## config.mk

```make
export PLATFORM = sky130hd
export DESIGN_NAME = emd_decoder
export DESIGN_NICKNAME = d
export VERILOG_FILES = /design/src/design/emd_pkg.sv /design/src/design/emd_decoder.sv
export SDC_FILE = /design/constraint.sdc
export NUM_CORES = 1
export LEC_CHECK = 0
export BUFFER_PORTS_ARGS = -buffer_cell sky130_fd_sc_hd__buf_2
export CORE_MARGIN = 2
export CORE_UTILIZATION = 25
export DETAILED_ROUTE_END_ITERATION = 7
export PLACE_DENSITY = 0.46
export SYNTH_ARGS = -nofsm -noshare
export SYNTH_HDL_FRONTEND = slang
export SYNTH_SLANG_ARGS = --single-unit
```

## constraint.sdc

```tcl
create_clock -name core_clk -period 2.2 [get_ports core_clk]
set_input_delay 0.22 -clock core_clk [delete_from_list [all_inputs] [get_ports core_clk]]
set_output_delay 0.22 -clock core_clk [all_outputs]
set_load 0.02 [all_outputs]
```

## src/design/emd_pkg.sv

```systemverilog
package emd_pkg;
   // ------------------------------------------------------------
   // Header layout
   // ------------------------------------------------------------
   localparam int KIND_LSB = 24;
   localparam int KIND_W = 4;
   localparam int PAYLOAD_LSB = 16;
   localparam int BODY_LSB = 8;
   localparam int COUNT_W = 8;

   // Message kinds
   localparam logic [3:0] KIND_LED = 4'h0;
   localparam logic [3:0] KIND_SVC1 = 4'h1;
   localparam logic [3:0] KIND_SVC2 = 4'h2;
   localparam logic [3:0] KIND_GPIO = 4'h3;

   // Indicator codes
   localparam logic [2:0] IND_OFF = 3'h0;
   localparam logic [2:0] IND_ON = 3'h1;

   // LED addressing bytes
   localparam int CTRL_PORT_W = 5;
   localparam int WIDE_BIT = 5;
   localparam int MULT_PORT_W = 4;
   localparam int NUM_IND = 3;

   // Reset values
   localparam logic [7:0] CNT_RST = 8'h00;

   typedef enum logic [2:0] {
      EMD_IDLE, EMD_LED0, EMD_LED1, EMD_LED2, EMD_LED3, EMD_BODY, EMD_DATA
   } emd_state_t;
endpackage

```

## src/design/emd_decoder.sv

```systemverilog
// Function
// RULE1: Type field: LED, services one, services two, GPIO; rest reserved. GPIO is flagged and dropped here like a reserved kind.
// RULE2: Message size counts body bytes without header; zero is invalid.
// RULE3: Data size counts trailing data bytes; zero when none.
// RULE4: Indicator codes: 000 off, 001 on, 010/011 reserved, 1xx vendor.
// RULE5: Byte one low nibble is multiplier port; upper nibble reserved.
// RULE6: Software writes zero multiplier port when no multiplier present.
// RULE7: Byte zero bits 4:0 are controller port; bits 7:6 reserved.
// RULE8: Bit 5 set means enclosure-wide vendor command, port ignored.
// RULE9: Bit 5 clear applies value only to selected controller port.
// RULE10: Services-one message is one command block, opcode byte first.
// RULE11: Software places services-one data right after the command block.
// RULE12: Services-one command block length comes from message size.
// RULE13: Services-one data length comes from data size.
// RULE14: Services-two message is one command block, opcode byte first.
// RULE15: Software places services-two data right after the command block.
// RULE16: Services-two lengths come from message and data size fields.
// RULE17: Reserved addressing bits are ignored, message not rejected.
`timescale 1ns/1ps
module emd_decoder (
   input wire logic core_clk,
   input wire logic rstn,
   input wire logic hdr_valid,
   input wire logic [31:0] hdr_word,
   input wire logic byte_valid,
   input wire logic [7:0] byte_data,
   output logic busy,
   output logic hdr_error,
   output logic [3:0] message_kind,
   output logic [7:0] body_byte_count,
   output logic [7:0] payload_byte_count,
   output logic led_update,
   output logic led_wide,
   output logic [4:0] led_ctrl_port,
   output logic [3:0] led_mult_port,
   output logic [15:0] indicator_value,
   output logic [2:0] ind_on,
   output logic [2:0] ind_off,
   output logic [2:0] ind_vendor,
   output logic ep_valid,
   output logic [7:0] ep_byte,
   output logic ep_first,
   output logic ep_is_data,
   output logic ep_last
);
   import emd_pkg::*;

   // ------------------------------------------------------------
   // Helpers
   // ------------------------------------------------------------
   // Classify one code; reserved 010/011 give class zero, no flag set
   function automatic logic [1:0] ind_class(input logic [2:0] c);
      return (c == IND_OFF) ? 2'h1 : (c == IND_ON) ? 2'h2 : c[2] ? 2'h3 : 2'h0;
   endfunction

   // ------------------------------------------------------------
   // Sequencer
   // ------------------------------------------------------------
   emd_state_t state_r, state_nxt;
   logic [7:0] remain_r, remain_nxt, payload_byte_count_r, payload_byte_count_nxt, body_byte_count_r, body_byte_count_nxt;
   logic [7:0] b0_r, b0_nxt, vlo_r, vlo_nxt, epb_r, epb_nxt;
   logic [3:0] kind_r, kind_nxt, mult_r, mult_nxt, mport_r, mport_nxt;
   logic err_r, err_nxt, upd_r, upd_nxt, wide_r, wide_nxt, busy_r, busy_nxt;
   logic [4:0] cport_r, cport_nxt;
   logic [15:0] val_r, val_nxt;
   logic [2:0] on_r, on_nxt, off_r, off_nxt, ven_r, ven_nxt;
   logic epv_r, epv_nxt, epf_r, epf_nxt, epd_r, epd_nxt, epl_r, epl_nxt;
   logic [1:0] cls;

   // Next-state and output decode
   always_comb begin
      state_nxt = state_r;
      remain_nxt = remain_r;
      payload_byte_count_nxt = payload_byte_count_r;
      kind_nxt = kind_r;
      body_byte_count_nxt = body_byte_count_r;
      err_nxt = err_r;
      b0_nxt = b0_r;
      mult_nxt = mult_r;
      vlo_nxt = vlo_r;
      upd_nxt = 1'b0;
      wide_nxt = wide_r;
      cport_nxt = cport_r;
      mport_nxt = mport_r;
      val_nxt = val_r;
      on_nxt = on_r;
      off_nxt = off_r;
      ven_nxt = ven_r;
      epv_nxt = 1'b0;
      epf_nxt = 1'b0;
      epd_nxt = 1'b0;
      epl_nxt = 1'b0;
      epb_nxt = epb_r;
      cls = 2'h0;
      case (state_r)
         EMD_IDLE: begin
            if (hdr_valid) begin
               kind_nxt = hdr_word[KIND_LSB +: KIND_W]; // see RULE1
               body_byte_count_nxt = hdr_word[BODY_LSB +: COUNT_W]; // see RULE2
               payload_byte_count_nxt = hdr_word[PAYLOAD_LSB +: COUNT_W]; // see RULE3
               remain_nxt = hdr_word[BODY_LSB +: COUNT_W];
               err_nxt = 1'b0;
               // Zero size or reserved/GPIO kind: message dropped
               if (hdr_word[BODY_LSB +: COUNT_W] == CNT_RST) begin
                  err_nxt = 1'b1; // see RULE2
               end else if (hdr_word[KIND_LSB +: KIND_W] == KIND_LED) begin
                  state_nxt = EMD_LED0;
               end else if (hdr_word[KIND_LSB +: KIND_W] == KIND_SVC1 ||
                            hdr_word[KIND_LSB +: KIND_W] == KIND_SVC2) begin
                  state_nxt = EMD_BODY; // see RULE10, RULE14
               end else begin
                  err_nxt = 1'b1; // see RULE1
               end
            end
         end
         EMD_LED0: if (byte_valid) begin
            b0_nxt = byte_data;
            state_nxt = EMD_LED1;
         end
         EMD_LED1: if (byte_valid) begin
            mult_nxt = byte_data[MULT_PORT_W-1:0]; // see RULE5, RULE17
            state_nxt = EMD_LED2;
         end
         EMD_LED2: if (byte_valid) begin
            vlo_nxt = byte_data;
            state_nxt = EMD_LED3;
         end
         EMD_LED3: if (byte_valid) begin
            upd_nxt = 1'b1;
            val_nxt = {byte_data, vlo_r};
            wide_nxt = b0_r[WIDE_BIT]; // see RULE8, RULE9
            // Port field is only meaningful for slot updates
            cport_nxt = b0_r[WIDE_BIT] ? 5'h00 :
                        b0_r[CTRL_PORT_W-1:0]; // see RULE7, RULE8
            mport_nxt = mult_r; // see RULE5
            for (int i = 0; i < NUM_IND; i++) begin
               cls = ind_class(val_nxt[3*i +: 3]); // see RULE4
               on_nxt[i] = (cls == 2'h2);
               off_nxt[i] = (cls == 2'h1);
               ven_nxt[i] = (cls == 2'h3);
            end
            // Bytes past the fourth are not used by an LED message
            state_nxt = EMD_IDLE;
         end
         EMD_BODY: if (byte_valid) begin
            epv_nxt = 1'b1;
            epb_nxt = byte_data;
            epf_nxt = (remain_r == body_byte_count_r); // Opcode byte first
            remain_nxt = remain_r - 8'h01; // see RULE12, RULE16
            if (remain_r == 8'h01) begin
               if (payload_byte_count_r == CNT_RST) begin
                  epl_nxt = 1'b1;
                  state_nxt = EMD_IDLE;
               end else begin
                  remain_nxt = payload_byte_count_r; // see RULE11, RULE15
                  state_nxt = EMD_DATA;
               end
            end
         end
         EMD_DATA: if (byte_valid) begin
            epv_nxt = 1'b1;
            epd_nxt = 1'b1;
            epb_nxt = byte_data;
            remain_nxt = remain_r - 8'h01; // see RULE13, RULE16
            if (remain_r == 8'h01) begin
               epl_nxt = 1'b1;
               state_nxt = EMD_IDLE;
            end
         end
         default: state_nxt = EMD_IDLE;
      endcase
      busy_nxt = (state_nxt != EMD_IDLE); // Registered so busy is a flop
   end

   // Register stage, synchronous active-low reset
   always_ff @(posedge core_clk) begin
      if (!rstn) begin
         state_r <= EMD_IDLE;
         busy_r <= 1'b0;
         remain_r <= CNT_RST;
         payload_byte_count_r <= CNT_RST;
         body_byte_count_r <= CNT_RST;
         kind_r <= 4'h0;
         err_r <= 1'b0;
         b0_r <= 8'h00;
         mult_r <= 4'h0;
         vlo_r <= 8'h00;
         upd_r <= 1'b0;
         wide_r <= 1'b0;
         cport_r <= 5'h00;
         mport_r <= 4'h0;
         val_r <= 16'h0000;
         on_r <= 3'h0;
         off_r <= 3'h0;
         ven_r <= 3'h0;
         epv_r <= 1'b0;
         epf_r <= 1'b0;
         epd_r <= 1'b0;
         epl_r <= 1'b0;
         epb_r <= 8'h00;
      end else begin
         state_r <= state_nxt;
         busy_r <= busy_nxt;
         remain_r <= remain_nxt;
         payload_byte_count_r <= payload_byte_count_nxt;
         body_byte_count_r <= body_byte_count_nxt;
         kind_r <= kind_nxt;
         err_r <= err_nxt;
         b0_r <= b0_nxt;
         mult_r <= mult_nxt;
         vlo_r <= vlo_nxt;
         upd_r <= upd_nxt;
         wide_r <= wide_nxt;
         cport_r <= cport_nxt;
         mport_r <= mport_nxt;
         val_r <= val_nxt;
         on_r <= on_nxt;
         off_r <= off_nxt;
         ven_r <= ven_nxt;
         epv_r <= epv_nxt;
         epf_r <= epf_nxt;
         epd_r <= epd_nxt;
         epl_r <= epl_nxt;
         epb_r <= epb_nxt;
      end
   end

   // ------------------------------------------------------------
   // Outputs, all from flops
   // ------------------------------------------------------------
   assign busy = busy_r;
   assign hdr_error = err_r;
   assign message_kind = kind_r;
   assign body_byte_count = body_byte_count_r;
   assign payload_byte_count = payload_byte_count_r;
   assign led_update = upd_r;
   assign led_wide = wide_r;
   assign led_ctrl_port = cport_r;
   assign led_mult_port = mport_r;
   assign indicator_value = val_r;
   assign ind_on = on_r;
   assign ind_off = off_r;
   assign ind_vendor = ven_r;
   assign ep_valid = epv_r;
   assign ep_byte = epb_r;
   assign ep_first = epf_r;
   assign ep_is_data = epd_r;
   assign ep_last = epl_r;
endmodule

```

Word level (Yosys, flattened, before mapping)
Cells that the tools add are included.
{"block": "totals", "output_inout_bits": 70, "wordCells": 111, "inputBits": 44, "reg_bits": 99}
{"block": "op_classes", "addsub": 1, "n_eq_ne": 25, "reduce_logical": 22, "n_mux": 40}
{"cell": "8-bit 2-to-1 mux", "n": 5}
{"cell": "3-bit 2-to-1 mux", "n": 13}
{"cell": "8-bit one-hot mux with 3 select lines", "n": 1}
{"cell": "3-bit one-hot mux with 7 select lines", "n": 1}
{"cell": "2-bit 2-to-1 mux", "n": 9}
{"cell": "2-bit AND reduction", "n": 9}
{"cell": "8-bit zero test", "n": 2}
{"cell": "2-bit == test, second input constant", "n": 6}
{"cell": "3-bit by 1-bit == test with 1-bit output, second input constant", "n": 4}
{"cell": "3-bit zero test", "n": 4}
{"cell": "3-bit == test, second input constant", "n": 3}
{"cell": "1-bit 2-to-1 mux", "n": 9}
{"cell": "8-bit by 1-bit == test with 1-bit output, second input constant", "n": 1}
{"cell": "8-bit == test", "n": 1}
{"cell": "8-bit by 1-bit subtractor with 8-bit output, second input constant", "n": 1}
{"cell": "2-bit by 1-bit == test with 1-bit output, second input constant", "n": 3}
{"cell": "3-bit by 2-bit == test with 1-bit output, second input constant", "n": 2}
{"cell": "2-bit != test, second input constant", "n": 3}
{"cell": "3-bit nonzero test", "n": 2}
{"cell": "5-bit 2-to-1 mux", "n": 1}
{"cell": "4-bit by 1-bit == test with 1-bit output, second input constant", "n": 1}
{"cell": "4-bit by 2-bit == test with 1-bit output, second input constant", "n": 1}
{"cell": "4-bit zero test", "n": 1}
{"cell": "4-bit AND reduction", "n": 1}
{"cell": "4 further kinds", "n": 4}

Logic depth before layout (Yosys ltp)
{"block": "logic_depth", "ltp_word": 8, "depth_mapped": 8}

Worst setup path after synthesis
OpenSTA, ideal clock, no wires.
{"block": "synth_path", "path_type": "register -> register", "start": "reg payload_byte_count_r[5] (netlist: payload_byte_count[5])", "end": "reg remain_r[4]", "required_ps": 2125, "path_buffers": 0, "arrival_ps": 1807, "path_slack_ps": 319, "period_less_slack_ps": 1881, "path_stages_with_launch": 6, "path_cell_list": "dfxtp_1 or4_4 o211a_4 or3_1 o211a_1 o22ai_1"}
{"block": "synth_via", "elab_chain_cells": 5}
{"element": "start, declared", "line": "emd_decoder.sv:60", "text": "logic [7:0] remain_r, remain_nxt, payload_byte_count_r, payload_byte_count_nxt, body_byte_count_r, body_byte_c ..."}
{"element": "start signal, assigned", "line": "emd_decoder.sv:205", "text": "payload_byte_count_r <= payload_byte_count_nxt;"}
{"element": "8-bit zero test", "line": "emd_decoder.sv:151", "text": "if (payload_byte_count_r == CNT_RST) begin"}
{"element": "8-bit 2-to-1 mux", "line": "emd_decoder.sv:151"}
{"element": "8-bit 2-to-1 mux", "line": "emd_decoder.sv:150", "text": "if (remain_r == 8'h01) begin"}
{"element": "8-bit 2-to-1 mux", "line": "emd_decoder.sv:145", "text": "EMD_BODY: if (byte_valid) begin"}
{"element": "8-bit one-hot mux with 3 select lines", "line": "emd_decoder.sv:95", "text": "case (state_r)"}
{"element": "end signal, assigned", "line": "emd_decoder.sv:204", "text": "remain_r <= remain_nxt;"}
{"element": "end, declared", "line": "emd_decoder.sv:60"}
No other way between the ends. The select of a mux whose other input is x is not followed.
A chain may end at the register's enable or synchronous reset.

Worst setup path in the final report
{"block": "layout_path", "start": "reg remain_r[0]", "end": "reg remain_r[6]"}
{"block": "layout_via", "elab_chain_cells": 5, "elab_cells_between_ends": 7}
{"element": "8-bit by 1-bit subtractor with 8-bit output", "line": "emd_decoder.sv:149, emd_decoder.sv:164"}
{"element": "8-bit 2-to-1 mux", "line": "emd_decoder.sv:151"}
{"element": "8-bit 2-to-1 mux", "line": "emd_decoder.sv:150"}
{"element": "8-bit 2-to-1 mux", "line": "emd_decoder.sv:145"}
{"element": "8-bit one-hot mux with 3 select lines (*)", "line": "emd_decoder.sv:95"}
Mark *: on every way between the ends. The rest lies on a longest branch, timed or not. The select of a mux whose other input is x is not followed.

==> reports/results.tsv <==
metric	value	unit
critical path peak fanout	7	
unrepaired setup endpoints after global routing	false	
final setup TNS	0	ns
post-route cell area	5490	sq um
sequential fraction of the synthesis area	0.458	
Synth top area share	0.458	
layout cells sized above 1	0.248	
CTS Buf Count	9	
Achievable Freq	494	MHz
Row Count	48	
synth warn	0	
pin count of the biggest net entering global routing	75	
Synth cell types	49	
vias per inst	4.63	
Post-Syn Instances	501	
depth of the worst register-to-register path	8	
Final Net Count	651	
Clock Skew	0.0112	ns
outcome	completed	
hpwl dp	9050	um
initial drt markers	268	
Leak	2.21	nW
initial core utilization	0.253	
Skew-Pair Late Insertion Delay	0.35	ns
area of the core	17100	sq um
CP endpoint kind	flop	
Hold WS	0.115	ns
Setup CP Type	reg -> reg	
Post-synth top flop	dfxtp_1	
final WL	12600	um
EDFF count, synth	0	
cell with the most instances after synthesis	nand2_1	
first-pass GRT wire length	19800	um
slew margin rel.	0.495	
Placed Area	5150	sq um
initial antenna violation count	0	
synthesized net count	547	
Placed Cells	817	
clk buf depth	2	
Area contributors post-synth	dfxtp_1 (46%), nand2_1 (11%), a21boi_0 (10%)	
clock-pin transition on the worst setup and hold timing paths	0.07	ns
Worst EP required	2.46	ns
Finish-stage setup viols	0	
Post-Syn Area	4330	sq um
Min Clock Period, post-route	2.02	ns
top cells by count, synth	nand2_1 (126), dfxtp_1 (99), a21boi_0 (60), clkbuf_1 (22), nor2b_1 (21)	
TritonRoute pass-1 iters	5	
final non-filler cell total	834	
CP startpoint kind	flop	
Post-DRT Antenna Nets	0	
Max-Cap Viols	0	
worst setup path endpoint	remain_r[6]	
Die H	136	um
full die area	18400	sq um
Total GRT Usage	0.140	
Max VDD drop	0.409	mV
vias in the first global route	3646	
FF-to-FF Start	remain_r[0]	
Post-Syn Area per Cell	8.63	sq um
pin slew with the least headroom to its limit	0.757	ns
root cell of the clock tree	clkbuf_16	
Hold Vio Cnt, Final	0	
Synth Register Bits	99	
Die X	136	um
gr ovfl total	0	
Sink Count	99	
CP Data Arrival Time	2.28	ns
Worst R2R End	remain_r[6]	
worst reg2reg setup slack	0.18	ns
Final Slew Violations	0	
buffers added on ports	101	
drt wl/cell	15.1	um
TritonCTS clock tree	built	
diode count	0	
top cell type by total area after synthesis	dfxtp_1	
asr flop ratio synth	0	
Area growth syn-to-layout	26.8	%
hold crit path type	in -> reg	
fill count	1828	
Pwr Density	740	nW/um^2
Final period util	0.920	
# H-tree levels	3	
gpl congestion	0.900	
DR vias	3860	
DRC violations left	0	
I/O Pins	114	
Critical Path Start	remain_r[0]	
## cell families (layout without fill, tap and decap cells)
family | count (synthesis) | count (layout) | synth area share
buffers and inverters | 36 | 144 | 0.0333
adders and majority gates | 2 | 2 | 0.00578
xor gates and xnor gates | 11 | 11 | 0.0223
muxes | 19 | 19 | 0.0440
and+or+nand+nor | 222 | 222 | 0.246
AOI/OAI and AO/OA | 112 | 112 | 0.190
DFF | 99 | 99 | 0.458
## through the flow
step | utilization | setup WS, ns | power, W
global placement | 0.301 | 0.133 | 0.00238
floorplan | - | 0.319 | 0.00220
global route | 0.320 | 0.0355 | 0.00423
CTS | 0.319 | 0.115 | 0.00411
detailed placement | 0.301 | 0.163 | 0.00239
finish | 0.320 | 0.177 | 0.00406
## power by group
group | internal [W] | switching, W
combinational | 0.000189 | 0.000269
sequential | 0.00184 | 0.0000513
clock | 0.000999 | 0.000709
## flip-flops by register name, summed over array words and instances, names as in the netlist, 5 cells and up
name,count
indicator_value,16
body_byte_count,8
ep_byte,8
payload_byte_count,8
remain_r,8
vlo_r,8
b0_r,6
led_ctrl_port,5
## cell usage in the layout (no fill, tap or decap), types with 2 or more instances in the layout
cell,n
or4_4,2
nor3_2,2
a21oi_1,9
a32o_1,3
nor2_1,18
a22oi_1,2
and2_1,3
or3_1,2
nor4_1,7
mux2i_1,19
a41oi_1,2
nand3_1,8
nand2_1,126
ha_1,2
a211oi_1,4
nor2b_1,21
a31oi_1,5
nand3b_1,6
or2_1,3
o211ai_1,2
xor2_1,4
o21ai_0,10
clkbuf_16,9
buf_2,101
nor3_1,6
buf_4,24
nand4_1,3
nand2b_1,4
a21boi_0,60
bufinv_16,2
xnor2_1,7
o22ai_1,3
inv_1,4
dfxtp_1,99
a32oi_1,3
or4b_1,2
inv_6,2
or2_2,3
## worst max-delay path, cell delays in order (launching register included)
cell	delay [ns]
dfxtp_1	0.32
buf_4	0.16
inv_1	0.08
ha_1	0.26
or4b_1	0.50
nor2_1	0.14
a22o_1	0.16
nor3_1	0.05
a211oi_1	0.27
## layer usage
metal	vias up	part of all wire	GRT usage	routed length, um
met3	17	0.049	0.0251	614
met2	108	0.46	0.213	5750
li1	1937	-	-	-
met4	0	0.020	0.0677	250
met1	1798	0.47	0.191	5950
met5	-	0	0	0
## worst min-delay path by stage
| stage | from | to | slack [ns] | cells past startpoint |
|---|---|---|---|---|
| 6_report | hdr_word[22] | payload_byte_count[6] | 0.11 | 3 |
| 5_1_grt | hdr_word[23] | payload_byte_count[7] | 0.11 | 3 |
| 4_1_cts | hdr_word[23] | payload_byte_count[7] | 0.1 | 3 |
| 3_5_place_dp | indicator_value[13] | indicator_value[13] | 0.46 | 2 |
| 3_3_place_gp | indicator_value[2] | indicator_value[2] | 0.45 | 2 |
| 2_1_floorplan | hdr_word[8] | body_byte_count[0] | 0.36 | 2 |
## repair_timing
item,CTS,global route
gates resized for setup,0,1
hold buffers,0,0
endpoints found under the setup margin,0,1
setup buffers,0,2
## cell type report
| class | instances | area, sq um | area share |
|---|---|---|---|
| Multi-Input combinational cell | 366 | 2210 | 0.402 |
| Sequential cell | 99 | 1980 | 0.361 |
| Timing Repair Buffer | 125 | 686 | 0.125 |
| Tap cell | 225 | 282 | 0.0513 |
| Clock buffer | 10 | 229 | 0.0417 |
| Clock inverter | 5 | 85.1 | 0.0155 |
| Inverter | 4 | 15.0 | 0.00274 |
(Power assumes the default switching activity.)
